$ cat src/core/cmp_skip_page_regs.vh
// constants for the compare/test/skip and page arithmetic unit
// assumes inclusion by bare name from design files under core/
`ifndef CMP_SKIP_PAGE_REGS_VH
`define CMP_SKIP_PAGE_REGS_VH

// first opcode bytes
`define PFX_REG 8'h74
`define PFX_SREG 8'h64
`define OP_NE_ACC 8'h67
`define OP_EQ_ACC 8'h77
`define OP_ON_ACC 8'h47
`define OP_OFF_ACC 8'h57

// second byte, register forms: upper five bits
`define SEL_NE_REG 5'h0d
`define SEL_EQ_REG 5'h0f
`define SEL_ON_REG 5'h09
`define SEL_OFF_REG 5'h0b

// second byte, special-register forms: bits 6..3
`define SEL_NE_SREG 4'hd
`define SEL_EQ_SREG 4'hf
`define SEL_ON_SREG 4'h9
`define SEL_OFF_SREG 4'hb

// second byte, page forms
`define OP_PAGE_ADD 8'hc0
`define OP_PAGE_ADC 8'hd0
`define OP_PAGE_ADDNC 8'ha0
`define OP_PAGE_SUB 8'he0
`define OP_PAGE_SBB 8'hf0
`define OP_PAGE_SUBNB 8'hb0

// register codes
`define REG_PAGE 3'h0
`define REG_ACC 3'h1

// lengths and state counts
`define LEN_SHORT 2'h2
`define LEN_LONG 2'h3
`define ST_ACC 5'h07
`define ST_ACC_ALT 5'h07
`define ST_REG 5'h0b
`define ST_REG_ALT 5'h0b
`define ST_SREG 5'h0e
`define ST_SREG_ALT 5'h0b
`define ST_PAGE 5'h0e
`define ST_PAGE_ALT 5'h0b
`define ST_EXEC_USED 5'h03

// flag vector bit positions
`define FLG_ZERO 5
`define FLG_PASS 4
`define FLG_HALF 3
`define FLG_CARRY 2
`define FLG_WORD 1
`define FLG_BYTE 0

// alu operations
`define ALU_ADD 2'h0
`define ALU_SUB 2'h1
`define ALU_AND 2'h2

`endif

$ cat src/core/alu_core.v
// 8-bit add / subtract / and with carry, half carry and zero
// assumes purely combinational use by the execution unit
`timescale 1ns/1ps
`default_nettype none
`include "cmp_skip_page_regs.vh"

module alu_core (
  input wire [1:0] op_i,
  input wire [7:0] a_i,
  input wire [7:0] b_i,
  input wire cin_i,
  output wire [7:0] res_o,
  output wire carry_o,
  output wire half_o,
  output wire zero_o
);

  wire [8:0] sum_full;
  wire [8:0] dif_full;
  wire [4:0] sum_low;
  wire [4:0] dif_low;
  reg [7:0] res;
  reg carry;
  reg half;

  assign sum_full = {1'b0, a_i} + {1'b0, b_i} + {8'h00, cin_i};
  assign dif_full = {1'b0, a_i} - {1'b0, b_i} - {8'h00, cin_i};
  assign sum_low = {1'b0, a_i[3:0]} + {1'b0, b_i[3:0]} + {4'h0, cin_i};
  assign dif_low = {1'b0, a_i[3:0]} - {1'b0, b_i[3:0]} - {4'h0, cin_i};

  always @* begin
    case (op_i)
      `ALU_ADD: begin
        res = sum_full[7:0];
        carry = sum_full[8];
        half = sum_low[4];
      end
      `ALU_SUB: begin
        // carry and half carry mean borrow here
        res = dif_full[7:0];
        carry = dif_full[8];
        half = dif_low[4];
      end
      default: begin
        res = a_i & b_i;
        carry = 1'b0;
        half = 1'b0;
      end
    endcase
  end

  assign res_o = res;
  assign carry_o = carry;
  assign half_o = half;
  assign zero_o = (res == 8'h00);

endmodule // alu_core

`default_nettype wire

$ cat src/core/cmp_skip_page_unit.v
// execution unit for immediate compare/bit-test with skip and page arithmetic
// assumes a sequencer on core_clk_i that offers whole instructions and waits for done_o
`timescale 1ns/1ps
`default_nettype none
`include "cmp_skip_page_regs.vh"

// Functional notes
// [RQ1] register field 0..7 picks page, accumulator, B, C, D, E, H, L
// [RQ2] special field picks eleven registers; only 0-3, 5-9, B, D are valid
// [RQ3] not-equal compare subtracts without storing, skips on nonzero difference
// [RQ4] equal compare subtracts without storing, skips on zero difference
// [RQ5] compares set zero, skip, half carry, carry; clear both chained-load flags
// [RQ6] accumulator immediate forms: two bytes, 7 states, alternate 7
// [RQ7] register immediate forms: three bytes, 11 states, alternate 11
// [RQ8] special-register forms: three bytes, 14 states, alternate 11
// [RQ9] bit-on test ANDs without storing, skips when any masked bit is one
// [RQ10] bit-off test ANDs without storing, skips when all masked bits zero
// [RQ11] bit tests set zero and skip, clear chained-load flags, keep carries
// [RQ12] register bit-off test is prefix 74h then 01011 and register code
// [RQ13] page operand address is page register high, third byte low
// [RQ14] page add stores sum in accumulator, sets zero/carries, clears skip
// [RQ15] page add-with-carry also adds the incoming carry flag
// [RQ16] page add-skip stores sum, skips when no carry out
// [RQ17] page subtract stores difference, sets zero/carries, clears skip
// [RQ18] page subtract-with-borrow also subtracts the incoming carry flag
// [RQ19] page subtract-skip stores difference, skips when no borrow
// [RQ20] all page arithmetic: three bytes, 14 states, alternate 11
// [RQ21] software loads the page register before any page instruction
// [RQ22] a skip discards the next whole instruction without any effect
// [RQ23] special-register forms only read the special register
module cmp_skip_page_unit (
  input wire core_clk_i,
  input wire rst_b_i,
  input wire ce_i,
  input wire instr_valid_i,
  input wire [7:0] byte1_i,
  input wire [7:0] byte2_i,
  input wire [7:0] byte3_i,
  input wire [1:0] other_len_i,
  input wire [4:0] other_alt_states_i,
  input wire reg_wr_i,
  input wire [2:0] reg_wr_sel_i,
  input wire [7:0] reg_wr_data_i,
  input wire flag_wr_i,
  input wire [5:0] flag_wr_data_i,
  input wire [7:0] mem_data_i,
  input wire [7:0] special_data_i,
  output wire busy_o,
  output wire done_o,
  output wire discarded_o,
  output wire foreign_o,
  output wire [1:0] instr_len_o,
  output wire [4:0] instr_states_o,
  output wire mem_rd_o,
  output wire [15:0] mem_addr_o,
  output wire special_rd_o,
  output wire [3:0] special_set_sel_o,
  output wire [7:0] acc_o,
  output wire [7:0] page_o,
  output wire zero_flag_o,
  output wire pass_next_flag_o,
  output wire half_carry_flag_o,
  output wire carry_flag_o,
  output wire chained_load_flag_word_o,
  output wire chained_load_flag_byte_o
);

  localparam ST_IDLE = 2'h0;
  localparam ST_READ = 2'h1;
  localparam ST_EXEC = 2'h2;
  localparam ST_WAIT = 2'h3;
  localparam K_NE = 4'h0;
  localparam K_EQ = 4'h1;
  localparam K_ON = 4'h2;
  localparam K_OFF = 4'h3;
  localparam K_ADD = 4'h4;
  localparam K_ADC = 4'h5;
  localparam K_ADDNC = 4'h6;
  localparam K_SUB = 4'h7;
  localparam K_SBB = 4'h8;
  localparam K_SUBNB = 4'h9;
  localparam SRC_REG = 2'h0;
  localparam SRC_SPECIAL = 2'h1;
  localparam SRC_MEM = 2'h2;
  // decoded word: {known, kind[3:0], src[1:0], reg[2:0], len[1:0], states[4:0], alt[4:0]}
  localparam DW = 22;
  function sreg_code_ok;
    input [3:0] code;
    begin
      case (code)
        4'h0, 4'h1, 4'h2, 4'h3, 4'h5, 4'h6, 4'h7, 4'h8, 4'h9, 4'hb, 4'hd: sreg_code_ok = 1'b1; // [RQ2]
        default: sreg_code_ok = 1'b0;
      endcase
    end
  endfunction

  function [DW-1:0] decode;
    input [7:0] b1;
    input [7:0] b2;
    reg [3:0] sop;
    begin
      decode = {DW{1'b0}};
      sop = b2[6:3];
      case (b1)
        `OP_NE_ACC: decode = {1'b1, K_NE, SRC_REG, `REG_ACC, `LEN_SHORT, `ST_ACC, `ST_ACC_ALT}; // [RQ6]
        `OP_EQ_ACC: decode = {1'b1, K_EQ, SRC_REG, `REG_ACC, `LEN_SHORT, `ST_ACC, `ST_ACC_ALT}; // [RQ6]
        `OP_ON_ACC: decode = {1'b1, K_ON, SRC_REG, `REG_ACC, `LEN_SHORT, `ST_ACC, `ST_ACC_ALT}; // [RQ6]
        `OP_OFF_ACC: decode = {1'b1, K_OFF, SRC_REG, `REG_ACC, `LEN_SHORT, `ST_ACC, `ST_ACC_ALT}; // [RQ6]
        `PFX_REG: begin
          case (b2[7:3])
            `SEL_NE_REG: decode = {1'b1, K_NE, SRC_REG, b2[2:0], `LEN_LONG, `ST_REG, `ST_REG_ALT}; // [RQ1] [RQ7]
            `SEL_EQ_REG: decode = {1'b1, K_EQ, SRC_REG, b2[2:0], `LEN_LONG, `ST_REG, `ST_REG_ALT}; // [RQ7]
            `SEL_ON_REG: decode = {1'b1, K_ON, SRC_REG, b2[2:0], `LEN_LONG, `ST_REG, `ST_REG_ALT}; // [RQ7]
            `SEL_OFF_REG: decode = {1'b1, K_OFF, SRC_REG, b2[2:0], `LEN_LONG, `ST_REG, `ST_REG_ALT}; // [RQ12]
            default: begin
              case (b2)
                `OP_PAGE_ADD: decode = {1'b1, K_ADD, SRC_MEM, 3'h0, `LEN_LONG, `ST_PAGE, `ST_PAGE_ALT}; // [RQ20]
                `OP_PAGE_ADC: decode = {1'b1, K_ADC, SRC_MEM, 3'h0, `LEN_LONG, `ST_PAGE, `ST_PAGE_ALT}; // [RQ20]
                `OP_PAGE_ADDNC: decode = {1'b1, K_ADDNC, SRC_MEM, 3'h0, `LEN_LONG, `ST_PAGE, `ST_PAGE_ALT}; // [RQ20]
                `OP_PAGE_SUB: decode = {1'b1, K_SUB, SRC_MEM, 3'h0, `LEN_LONG, `ST_PAGE, `ST_PAGE_ALT}; // [RQ20]
                `OP_PAGE_SBB: decode = {1'b1, K_SBB, SRC_MEM, 3'h0, `LEN_LONG, `ST_PAGE, `ST_PAGE_ALT}; // [RQ20]
                `OP_PAGE_SUBNB: decode = {1'b1, K_SUBNB, SRC_MEM, 3'h0, `LEN_LONG, `ST_PAGE, `ST_PAGE_ALT}; // [RQ20]
                default: decode = {DW{1'b0}};
              endcase
            end
          endcase
        end
        `PFX_SREG: begin
          if (sreg_code_ok({b2[7], b2[2:0]})) begin
            case (sop)
              `SEL_NE_SREG: decode = {1'b1, K_NE, SRC_SPECIAL, 3'h0, `LEN_LONG, `ST_SREG, `ST_SREG_ALT}; // [RQ8]
              `SEL_EQ_SREG: decode = {1'b1, K_EQ, SRC_SPECIAL, 3'h0, `LEN_LONG, `ST_SREG, `ST_SREG_ALT}; // [RQ8]
              `SEL_ON_SREG: decode = {1'b1, K_ON, SRC_SPECIAL, 3'h0, `LEN_LONG, `ST_SREG, `ST_SREG_ALT}; // [RQ8]
              `SEL_OFF_SREG: decode = {1'b1, K_OFF, SRC_SPECIAL, 3'h0, `LEN_LONG, `ST_SREG, `ST_SREG_ALT}; // [RQ8]
              default: decode = {DW{1'b0}};
            endcase
          end
        end
        default: decode = {DW{1'b0}};
      endcase
    end
  endfunction
  reg [1:0] state;
  reg [7:0] regs [0:7];
  reg [5:0] flags;
  reg [4:0] cnt;
  reg [3:0] kind;
  reg [1:0] src;
  reg [2:0] rsel;
  reg [7:0] imm;
  reg busy;
  reg done;
  reg discarded;
  reg foreign;
  reg [1:0] len;
  reg [4:0] states;
  reg mem_rd;
  reg [15:0] mem_addr;
  reg special_rd;
  reg [3:0] special_sel;
  integer i;
  wire [DW-1:0] dec;
  wire dec_known;
  wire [3:0] dec_kind;
  wire [1:0] dec_src;
  wire [2:0] dec_reg;
  wire [1:0] dec_len;
  wire [4:0] dec_states;
  wire [4:0] dec_alt;
  assign dec = decode(byte1_i, byte2_i);
  assign dec_known = dec[21];
  assign dec_kind = dec[20:17];
  assign dec_src = dec[16:15];
  assign dec_reg = dec[14:12];
  assign dec_len = dec[11:10];
  assign dec_states = dec[9:5];
  assign dec_alt = dec[4:0];
  reg [7:0] operand;
  reg [1:0] alu_op;
  reg alu_cin;
  reg skip;
  reg [5:0] next_flags;
  reg acc_write;
  wire [7:0] alu_res;
  wire alu_carry;
  wire alu_half;
  wire alu_zero;
  always @* begin
    case (src)
      SRC_SPECIAL: operand = special_data_i;
      SRC_MEM: operand = mem_data_i;
      default: operand = regs[rsel];
    endcase
  end
  alu_core u_alu (
    .op_i(alu_op),
    .a_i(src == SRC_MEM ? regs[`REG_ACC] : operand),
    .b_i(src == SRC_MEM ? operand : imm),
    .cin_i(alu_cin),
    .res_o(alu_res),
    .carry_o(alu_carry),
    .half_o(alu_half),
    .zero_o(alu_zero)
  );
  always @* begin
    alu_op = `ALU_SUB;
    alu_cin = 1'b0;
    skip = 1'b0;
    acc_write = 1'b0;
    next_flags = flags;
    next_flags[`FLG_WORD] = 1'b0; // [RQ5] [RQ11]
    next_flags[`FLG_BYTE] = 1'b0; // [RQ5] [RQ11]
    next_flags[`FLG_ZERO] = alu_zero;
    next_flags[`FLG_HALF] = alu_half;
    next_flags[`FLG_CARRY] = alu_carry;
    case (kind)
      K_NE: skip = !alu_zero; // [RQ3]
      K_EQ: skip = alu_zero; // [RQ4]
      K_ON: begin
        alu_op = `ALU_AND;
        skip = !alu_zero; // [RQ9]
      end
      K_OFF: begin
        alu_op = `ALU_AND;
        skip = alu_zero; // [RQ10]
      end
      K_ADD: begin
        alu_op = `ALU_ADD;
        acc_write = 1'b1; // [RQ14]
      end
      K_ADC: begin
        alu_op = `ALU_ADD;
        alu_cin = flags[`FLG_CARRY]; // [RQ15]
        acc_write = 1'b1;
      end
      K_ADDNC: begin
        alu_op = `ALU_ADD;
        acc_write = 1'b1;
        skip = !alu_carry; // [RQ16]
      end
      K_SUB: acc_write = 1'b1; // [RQ17]
      K_SBB: begin
        alu_cin = flags[`FLG_CARRY]; // [RQ18]
        acc_write = 1'b1;
      end
      K_SUBNB: begin
        acc_write = 1'b1;
        skip = !alu_carry; // [RQ19]
      end
      default: skip = 1'b0;
    endcase
    if (kind == K_ON || kind == K_OFF) begin
      next_flags[`FLG_HALF] = flags[`FLG_HALF]; // [RQ11]
      next_flags[`FLG_CARRY] = flags[`FLG_CARRY]; // [RQ11]
    end
    next_flags[`FLG_PASS] = skip; // [RQ5] [RQ14] [RQ17]
  end
  always @(posedge core_clk_i or negedge rst_b_i) begin
    if (!rst_b_i) begin
      state <= ST_IDLE;
      for (i = 0; i < 8; i = i + 1) begin
        regs[i] <= 8'h00;
      end
      flags <= 6'h00;
      cnt <= 5'h00;
      kind <= 4'h0;
      src <= 2'h0;
      rsel <= 3'h0;
      imm <= 8'h00;
      busy <= 1'b0;
      done <= 1'b0;
      discarded <= 1'b0;
      foreign <= 1'b0;
      len <= 2'h0;
      states <= 5'h00;
      mem_rd <= 1'b0;
      mem_addr <= 16'h0000;
      special_rd <= 1'b0;
      special_sel <= 4'h0;
    end else if (ce_i) begin
      done <= 1'b0;
      mem_rd <= 1'b0;
      special_rd <= 1'b0;
      if (reg_wr_i && !busy) begin
        regs[reg_wr_sel_i] <= reg_wr_data_i;
      end
      if (flag_wr_i && !busy) begin
        flags <= flag_wr_data_i;
      end
      case (state)
        ST_IDLE: begin
          if (instr_valid_i) begin
            busy <= 1'b1;
            discarded <= 1'b0;
            foreign <= 1'b0;
            if (flags[`FLG_PASS]) begin
              // fetched but thrown away, only the flag moves
              flags[`FLG_PASS] <= 1'b0; // [RQ22]
              discarded <= 1'b1; // [RQ22]
              len <= dec_known ? dec_len : other_len_i; // [RQ22]
              states <= dec_known ? dec_alt : other_alt_states_i;
              cnt <= (dec_known ? dec_alt : other_alt_states_i) - 5'h01;
              state <= ST_WAIT;
            end else if (!dec_known) begin
              foreign <= 1'b1;
              len <= other_len_i;
              states <= 5'h01;
              cnt <= 5'h00;
              state <= ST_WAIT;
            end else begin
              kind <= dec_kind;
              src <= dec_src;
              rsel <= dec_reg; // [RQ1]
              imm <= (dec_len == `LEN_SHORT) ? byte2_i : byte3_i;
              len <= dec_len;
              states <= dec_states;
              cnt <= dec_states - `ST_EXEC_USED;
              mem_addr <= {regs[`REG_PAGE], byte3_i}; // [RQ13] [RQ21]
              mem_rd <= (dec_src == SRC_MEM);
              special_sel <= {byte2_i[7], byte2_i[2:0]}; // [RQ2]
              special_rd <= (dec_src == SRC_SPECIAL); // [RQ23]
              state <= ST_READ;
            end
          end
        end
        ST_READ: state <= ST_EXEC;
        ST_EXEC: begin
          flags <= next_flags;
          if (acc_write) begin
            regs[`REG_ACC] <= alu_res; // [RQ14] [RQ17]
          end
          state <= ST_WAIT;
        end
        ST_WAIT: begin
          if (cnt == 5'h00) begin
            done <= 1'b1;
            busy <= 1'b0;
            state <= ST_IDLE;
          end else begin
            cnt <= cnt - 5'h01;
          end
        end
        default: state <= ST_IDLE;
      endcase
    end
  end
  assign busy_o = busy;
  assign done_o = done;
  assign discarded_o = discarded;
  assign foreign_o = foreign;
  assign instr_len_o = len;
  assign instr_states_o = states;
  assign mem_rd_o = mem_rd;
  assign mem_addr_o = mem_addr;
  assign special_rd_o = special_rd;
  assign special_set_sel_o = special_sel;
  assign acc_o = regs[`REG_ACC];
  assign page_o = regs[`REG_PAGE];
  assign zero_flag_o = flags[`FLG_ZERO];
  assign pass_next_flag_o = flags[`FLG_PASS];
  assign half_carry_flag_o = flags[`FLG_HALF];
  assign carry_flag_o = flags[`FLG_CARRY];
  assign chained_load_flag_word_o = flags[`FLG_WORD];
  assign chained_load_flag_byte_o = flags[`FLG_BYTE];

endmodule // cmp_skip_page_unit

`default_nettype wire

$ cat config.mk
export PLATFORM = sky130hd
export DESIGN_NAME = cmp_skip_page_unit
export DESIGN_NICKNAME = d
export VERILOG_FILES = /design/src/core/alu_core.v /design/src/core/cmp_skip_page_unit.v
export VERILOG_INCLUDE_DIRS = /design/src /design/src/core
export SDC_FILE = /design/constraint.sdc
export NUM_CORES = 1
export LEC_CHECK = 0
export ABC_CLOCK_PERIOD_IN_PS = 15200
export BUFFER_PORTS_ARGS = -buffer_cell sky130_fd_sc_hd__buf_2
export CAP_MARGIN = 25
export CORE_ASPECT_RATIO = 1.75
export CORE_MARGIN = 4
export CORE_UTILIZATION = 40
export CTS_CLUSTER_DIAMETER = 60
export DETAILED_ROUTE_END_ITERATION = 10
export GPL_ROUTABILITY_DRIVEN = 1
export SLEW_MARGIN = 25
export SYNTH_ARGS = -nofsm -noshare
export SYNTH_HDL_FRONTEND = slang
export SYNTH_SLANG_ARGS = --single-unit
$ cat constraint.sdc
create_clock -name core_clk_i -period 15.2 [get_ports core_clk_i]
set_clock_uncertainty 0.15 [all_clocks]
set_input_delay 2.28 -clock core_clk_i [delete_from_list [all_inputs] [get_ports core_clk_i]]
set_output_delay 2.28 -clock core_clk_i [all_outputs]
set_load 0.005 [all_outputs]
==> results of run 1 <==
-- synth_stat cells, types with 5 or more instances --
cell type                    n  share of area
sky130_fd_sc_hd__dfrtp_1   127           0.41
sky130_fd_sc_hd__nand2_1   126          0.061
sky130_fd_sc_hd__mux2_2     68          0.099
sky130_fd_sc_hd__nor2_1     50          0.024
sky130_fd_sc_hd__inv_1      38          0.018
sky130_fd_sc_hd__a21oi_1    36          0.023
sky130_fd_sc_hd__o21ai_0    32          0.021
sky130_fd_sc_hd__ha_1       28          0.045
sky130_fd_sc_hd__clkbuf_1   23          0.011
sky130_fd_sc_hd__mux2i_1    21          0.027
sky130_fd_sc_hd__buf_4      17          0.016
sky130_fd_sc_hd__nor3_1     17          0.011
sky130_fd_sc_hd__nand3_1    16          0.010
sky130_fd_sc_hd__o22ai_1    13          0.011
sky130_fd_sc_hd__a31oi_1    12         0.0097
sky130_fd_sc_hd__a221oi_1   11          0.012
sky130_fd_sc_hd__mux4_2     11          0.032
sky130_fd_sc_hd__nand2b_1   10         0.0081
sky130_fd_sc_hd__nor2b_1     9         0.0073
sky130_fd_sc_hd__nand3b_1    7         0.0068
sky130_fd_sc_hd__buf_2       6         0.0039
sky130_fd_sc_hd__nor3b_1     6         0.0058
sky130_fd_sc_hd__o31ai_1     6         0.0058
sky130_fd_sc_hd__a21o_1      5         0.0049
sky130_fd_sc_hd__o211ai_1    5         0.0049
sky130_fd_sc_hd__xnor2_1     5         0.0057
sky130_fd_sc_hd__xor2_1      5         0.0057
-- per-layer routing --
layer	vias to the layer above	global-route usage	part of all wire
li1	3002	-	-
met1	3060	0.242	0.40
met2	180	0.370	0.54
met3	30	0.0391	0.046
met4	2	0.0620	0.021
met5	-	0	0.00060
-- cell families (layout without fill, tap and decap cells) --
kind of cell | count (synthesis) | in the layout | share of synthesized area
AO/OA/AOI/OAI | 158 | 158 | 0.137
XOR/XNOR | 10 | 10 | 0.0113
adder cells (fa/ha/maj) | 32 | 32 | 0.0556
buffers and inverters | 86 | 200 | 0.0519
flip-flops | 127 | 127 | 0.411
multiplexers | 104 | 104 | 0.172
AND/OR/NAND/NOR | 265 | 265 | 0.162
-- power by group through the flow --
stage               Combinational, mW  Sequential (mW)  Clock, mW
global route                    0.637            0.532      0.430
finish                          0.570            0.520      0.407
global placement                0.566            0.523          0
floorplan                       0.440            0.489          0
detailed placement              0.574            0.526          0
CTS                             0.577            0.521      0.413
-- flip-flops by register name, summed over array words and instances, names as in the netlist, 3 cells and up --
register,flops
regs,48
mem_addr_o,16
acc_o,8
imm,8
page_o,8
flags,6
cnt,5
instr_states_o,5
kind,4
special_set_sel_o,4
rsel,3
-- cell type report --
type                    instances  area, sq um
fillers                      1893        10100
multi-input cells             569         4180
flip-flops and latches        127         3180
repair buffers                130          672
clock buffers                  18          429
well taps                     241          302
clock inverters                14          156
inverters                      38          143
-- path summary, 6_finish.rpt --
kind / slack [ps] / cells after the start / end
max: 9480 / 14 / flags[4]
min: 320 / 2 / mem_addr_o[1]
max reg2reg: 10200 / 15 / flags[4]
min reg2reg: 320 / 2 / mem_addr_o[1]
max in group asynchronous: 12010 / 2 / flags[5]
min in group asynchronous: 1720 / 1 / regs[8]
-- stage by stage --
step / cell area, sq um / utilization / setup slack [ps] / hold slack, ps
5_1_grt: 9060 / 0.474 / 9210 / 357
3_3_place_gp: 8470 / 0.443 / 9070 / 306
4_1_cts: 9050 / 0.474 / 9450 / 328
3_5_place_dp: 8470 / 0.443 / 9040 / 306
6_report: 9060 / 0.474 / 9480 / 322
2_1_floorplan: 7730 / - / 9460 / 320
-- critical path: stages --
cell,delay (ps)
sky130_fd_sc_hd__buf_2,100
sky130_fd_sc_hd__a221oi_1,280
sky130_fd_sc_hd__a21oi_1,100
sky130_fd_sc_hd__mux2_2,350
sky130_fd_sc_hd__fa_1,430
sky130_fd_sc_hd__fa_1,450
sky130_fd_sc_hd__nand2b_1,180
sky130_fd_sc_hd__a21oi_1,250
sky130_fd_sc_hd__xor2_1,180
sky130_fd_sc_hd__o221ai_1,150
sky130_fd_sc_hd__or4_1,600
sky130_fd_sc_hd__nor4_4,190
sky130_fd_sc_hd__nor4b_2,260
sky130_fd_sc_hd__nor3_1,80
-- layout by cell type (no fill, tap or decap), types with 12 or more instances in the layout --
master,synthesis,layout
sky130_fd_sc_hd__nor2_1,50,50
sky130_fd_sc_hd__a21oi_1,36,36
sky130_fd_sc_hd__inv_1,38,38
sky130_fd_sc_hd__nand3_1,16,16
sky130_fd_sc_hd__o22ai_1,13,13
sky130_fd_sc_hd__nand2_1,126,126
sky130_fd_sc_hd__dfrtp_1,127,127
sky130_fd_sc_hd__mux2_2,68,68
sky130_fd_sc_hd__ha_1,28,28
sky130_fd_sc_hd__a31oi_1,12,12
sky130_fd_sc_hd__buf_2,6,123
sky130_fd_sc_hd__mux2i_1,21,21
sky130_fd_sc_hd__o21ai_0,32,32
sky130_fd_sc_hd__nor3_1,17,16
sky130_fd_sc_hd__clkbuf_16,0,17
==> impl_metrics.toml, run 1 <==
[status]
outcome = "completed"

[clocking]
cts_made_buffers = 17
clk_transition_reported_paths_ps = 60
clock_tree.root_cell = "sky130_fd_sc_hd__clkbuf_16"
clk_path_buf_depth = 2
cts.htree.levels = 4
clkLatencyLatePin_ps = 420
cts_setup_buffers = 0
cts-hold-fix-buffers = 0
cts_tree = "yes"
clock_sink_count = 127
post_cts_resize_count = 0

[setup_path]
critPathKind = "in2reg"
worst_ep_arrival_time_ps = 5870
critPathLaunch = "mem_data_i[0]"
timing.critical_path.to_type = "register"
critical_path.reg2reg.startpoint = "rsel[0]"
critical_path.startpoint_type = "input port"
path_max_fanout = 3
worst-endpoint-required_ps = 15350

[synthesis]
flop_and_latch_count_out_of_synthesis = 127
synthDistinctLibCells = 70
asyncSetResetFlopFracSynth = 1.00
postSynthCellCount = 782
mean_area_per_synthesized_cell_sq_um = 9.89
ys_warn_count = 0
synth_fp_nets = 884
synth_enable_flop_cells = 0
primary_flip_flop_cell_chosen_by_synthesis_mapping = "sky130_fd_sc_hd__dfrtp_1"
syn_std_cell_area_sq_mm = 0.00773
ys_seq_area_frac = 0.411

[placed_design]
place_hpwl_mm = 16.3
global_placer_s_final_weighted_congestion = 0.921
placedCellCount = 1105
io_buffers = 124

[sta]
setup_repair_after_global_routing_missed_its_margin = "no"
finalCritPeriodShare = 0.376
setup_total_negative_slack_ps = 0
hold_viol = 0
finalSetupViolCount = 0
clock.fmax_mhz = 175
max_slew.worst_pin.slew_ps = 1020
timing.slew.headroom = 0.321
fin_max_slew_vios = 0
layout_min_cycle_time_ps = 5720

[drt]
detail_route.drc_violations = 0
routed-via-count = 6274
viasPerCell = 5.52
drtAntennaViolNets = 0
drt-pass1-iter-count = 5
detailedRoute.firstIterationViolations = 337
detail_route.wl_per_cell_microns = 19.1
wirelength_mm = 21.7

[layout]
final_layout_size_suffix_gt1_frac = 0.285
post_route_insts_no_fill = 1137
areaGrowthSynthToFinish_pct = 17.1
nets = 985
diode_insertion_count_for_antenna_repair = 0

[grt]
globalRoute.totalOverflow = 0
first_global_vias = 6147
global_route_wire_length_before_repair_mm = 34.0
antenna_violations_before_repair = 1
grt_start_max_net_pins = 74
total_routing_usage_reported_by_global_routing = 0.204

[pwr]
netSwitchingFraction = 0.369
p_leak_nw = 4.24
ir_worst_vdd_mv = 0.0847
combPwrFrac = 0.381
internal-power_uw = 945
totalPowerFinal_mw = 1.50
power.sequential.fraction = 0.347
power_density_mw_per_mm2 = 165
netSwitchingPower_uw = 553
clockPowerShare = 0.272

[floorplan]
placementRows = 67
die_boundary_height_microns = 192
floorplan.io_pins = 125
initial_utilization = 0.405
die_area_sq_mm = 0.0217
fp.dieW_microns = 113
fp.coreArea_sq_mm = 0.0191

[job]
drv.max_cap_violation_count = 0

[worst_hold_path]
holdCritPathClass = "reg2reg"
worstHoldStart = "mem_addr_o[1]"
No activity file was read; power rests on OpenSTA's default activity.
==> run 2: changes to the inputs <==
--- a/config.mk
+++ b/config.mk
@@ -6,7 +6,8 @@
 export SDC_FILE = /design/constraint.sdc
 export NUM_CORES = 1
 export LEC_CHECK = 0
-export ABC_CLOCK_PERIOD_IN_PS = 15200
+export ABC_AREA = 1
+export ABC_CLOCK_PERIOD_IN_PS = 4700
 export BUFFER_PORTS_ARGS = -buffer_cell sky130_fd_sc_hd__buf_2
 export CAP_MARGIN = 25
 export CORE_ASPECT_RATIO = 1.75
==> constraint.sdc (replaced) <==
create_clock -name core_clk_i -period 4.7 [get_ports core_clk_i]
set_clock_uncertainty 0.15 [all_clocks]
set_input_delay 0.705 -clock core_clk_i [delete_from_list [all_inputs] [get_ports core_clk_i]]
set_output_delay 0.705 -clock core_clk_i [all_outputs]
set_load 0.005 [all_outputs]
==> impl_metrics.toml, run 2 <==
[status]
outcome = "completed"

[placed_design]
io_buffers = 124
placedCellCount = 1360
place_hpwl_mm = 18.1
global_placer_s_final_weighted_congestion = 0.978

[sta]
max_slew.worst_pin.slew_ps = 869
finalCritPeriodShare = 0.902
finalSetupViolCount = 0
timing.slew.headroom = 0.419
fin_max_slew_vios = 0
setup_total_negative_slack_ps = 0
setup_repair_after_global_routing_missed_its_margin = "no"
hold_viol = 0
clock.fmax_mhz = 236
layout_min_cycle_time_ps = 4240

[clocking]
cts_made_buffers = 17
clk_path_buf_depth = 2
clkLatencyLatePin_ps = 430
cts_setup_buffers = 0
clock_sink_count = 127
clock_tree.root_cell = "sky130_fd_sc_hd__clkbuf_16"
cts.htree.levels = 4
cts-hold-fix-buffers = 0
cts_tree = "yes"
post_cts_resize_count = 0
clk_transition_reported_paths_ps = 60

[synthesis]
ys_top_cells_by_area = "sky130_fd_sc_hd__dfrtp_1 41%, sky130_fd_sc_hd__nand2_1 12%, sky130_fd_sc_hd__o21ai_0 8.9%, sky130_fd_sc_hd__inv_1 5.3%, sky130_fd_sc_hd__ha_1 4.5%"
primary_flip_flop_cell_chosen_by_synthesis_mapping = "sky130_fd_sc_hd__dfrtp_1"
yosys.area_share.xor_xnor = 0.00226
synth_top_cell_by_area = "sky130_fd_sc_hd__dfrtp_1"
asyncSetResetFlopFracSynth = 1.00
syn_std_cell_area_sq_mm = 0.00774
synth_enable_flop_cells = 0
synthSimpleGateAreaFrac = 0.223
synthDistinctLibCells = 47
mean_area_per_synthesized_cell_sq_um = 7.43
synth_top_family_by_area = "simple AND/OR/NAND/NOR gates"
synth_compound_gate_area_share = 0.207
flop_and_latch_count_out_of_synthesis = 127
netlist.area_leader.share = 0.410
synth_fp_nets = 1145
yosys.cell_count.top_type = "sky130_fd_sc_hd__nand2_1"
ys_seq_area_frac = 0.410
post_synthesis_share_of_cell_area_spent_on_full_adders_half_adders_and_majority_gates = 0.0556
synth_common_cells = "247 x sky130_fd_sc_hd__nand2_1, 137 x sky130_fd_sc_hd__o21ai_0, 127 x sky130_fd_sc_hd__dfrtp_1"
ys_warn_count = 0
postSynthCellCount = 1043
synthMuxAreaShare = 0

[floorplan]
initial_utilization = 0.405
die_area_sq_mm = 0.0217
floorplan.io_pins = 125
placementRows = 67
die_boundary_height_microns = 192
fp.coreArea_sq_mm = 0.0191
fp.dieW_microns = 113

[pwr]
ir_worst_vdd_mv = 0.280
p_leak_nw = 4.56
power_density_mw_per_mm2 = 554

[setup_path]
critical_path.reg2reg.startpoint = "rsel[0]"
worst_ep_arrival_time_ps = 4440
critPathKind = "reg2reg"
worst-endpoint-required_ps = 4900
critical_path.cell_chain = "inv_2, o21ai_0, o221ai_1, a31oi_1, o21ai_0, fa_1, fa_1, inv_1, nand2_1, nand2_1, nand2_1, nand2_1, nand2_1, a21oi_1, nand2_1, nand3_1, nand3_1, nor2_1, nand3_1, nor2_2, nand2_1, nand2_1, nand3_2, a21oi_2"
critical_path.reg2reg.endpoint = "flags[4]"
path_max_fanout = 17
timing.critical_path.to_type = "register"
rrSetupSlack_ps = 460
critical-path-slowest-cell = "sky130_fd_sc_hd__dfrtp_1"
cell_type_with_the_highest_occurrence_count_on_the_critical_path = "sky130_fd_sc_hd__nand2_1"
critical_path.startpoint_type = "register"
max_stage_delay_ps = 530
ff2ff_path_depth = 24

[drt]
drtAntennaViolNets = 0
detail_route.wl_per_cell_microns = 16.9
wirelength_mm = 23.6
detail_route.drc_violations = 0
routed-via-count = 7249
viasPerCell = 5.20
drt-pass1-iter-count = 5
detailedRoute.firstIterationViolations = 449

[layout]
fillerInstances = 1994
areaGrowthSynthToFinish_pct = 16.3
mostFrequentLayoutCell = "sky130_fd_sc_hd__nand2_1"
layout.cells.most_common_list = "247 x sky130_fd_sc_hd__nand2_1, 137 x sky130_fd_sc_hd__o21ai_0, 127 x sky130_fd_sc_hd__dfrtp_1"
final_layout_size_suffix_gt1_frac = 0.180
registers.top_by_ff_count = "regs"
largest_reg_flops = 48
nets = 1240
post_route_insts_no_fill = 1393

[worst_hold_path]
holdCritPathClass = "in2async"

[job]
drv.max_cap_violation_count = 0

[grt]
first_global_vias = 7150
antenna_violations_before_repair = 2
global_route_wire_length_before_repair_mm = 37.3
total_routing_usage_reported_by_global_routing = 0.221
globalRoute.totalOverflow = 0
grt_start_max_net_pins = 101
==> run 2: changes by cell type in the layout (fill, tap and decap cells not counted), sizes merged, moves of 25 or more <==
cell   before  now
nand2     126  254
nor2       51   98
o21ai      33  176
nand3      16   41
inv        43  128
mux2       68    0
==> run 2: per-layer routing <==
metal	wire length (microns)	share of wire	GRT usage	vias up
met3	783	0.033	0.0344	51
met5	13	0.00055	0	-
met2	12500	0.53	0.399	158
li1	-	-	-	3617
met1	9200	0.39	0.249	3421
met4	1090	0.046	0.114	2
==> run 2: final cells by class <==
type	count	area, sq um	share of cell area
multi-input combinational	733	3780	0.419
sequential	127	3180	0.353
timing repair buffer	133	703	0.0780
inverter	126	478	0.0530
clock buffer	20	457	0.0507
tap	241	302	0.0335
clock inverter	12	111	0.0124
antenna	1	2.50	0.000278
==> run 2: kinds of logic (layout without fill, tap and decap cells) <==
kind of cell | count (synthesis) | in the layout
AO/OA/AOI/OAI | 285 | 285
buffers and inverters | 183 | 291
adder cells (fa/ha/maj) | 32 | 32
XOR/XNOR | 2 | 2
AND/OR/NAND/NOR | 414 | 414
other | 0 | 1
flip-flops | 127 | 127
==> run 2: how the worst max path moves through the flow <==
stage | startpoint | slack [ps] | endpoint
floorplan | src[0] | 870 | flags[4]
global placement | src[0] | 600 | flags[4]
detailed placement | src[0] | 470 | flags[4]
CTS | src[0] | 470 | flags[4]
global route | rsel[0] | 30 | flags[4]
finish | rsel[0] | 460 | flags[4]
==> run 2: power by group <==
group | switching, mW | internal [mW]
Clock | 0.512 | 0.757
Combinational | 1.26 | 0.752
Sequential | 0.263 | 1.44
==> run 2: critical path: cells and delay by family, from the launching register on <==
| family | cells | cell delay [ps] |
|---|---|---|
| simple gates | 14 | 1290 |
| compound gates | 6 | 1040 |
| fa+ha+maj | 2 | 890 |
| flops | 1 | 530 |
| buf+inv | 2 | 290 |
==> run 2: stage by stage <==
stage	worst slack (ps)	hold WS, ps	utilization	cell area, sq um	power (mW)
floorplan	868	259	-	7740	3.14
global placement	599	301	0.441	8440	3.71
detailed placement	469	307	0.441	8440	3.73
CTS	473	61.8	0.471	9000	5.02
global route	33.3	72.5	0.471	9010	5.40
finish	460	53.2	0.471	9010	4.99
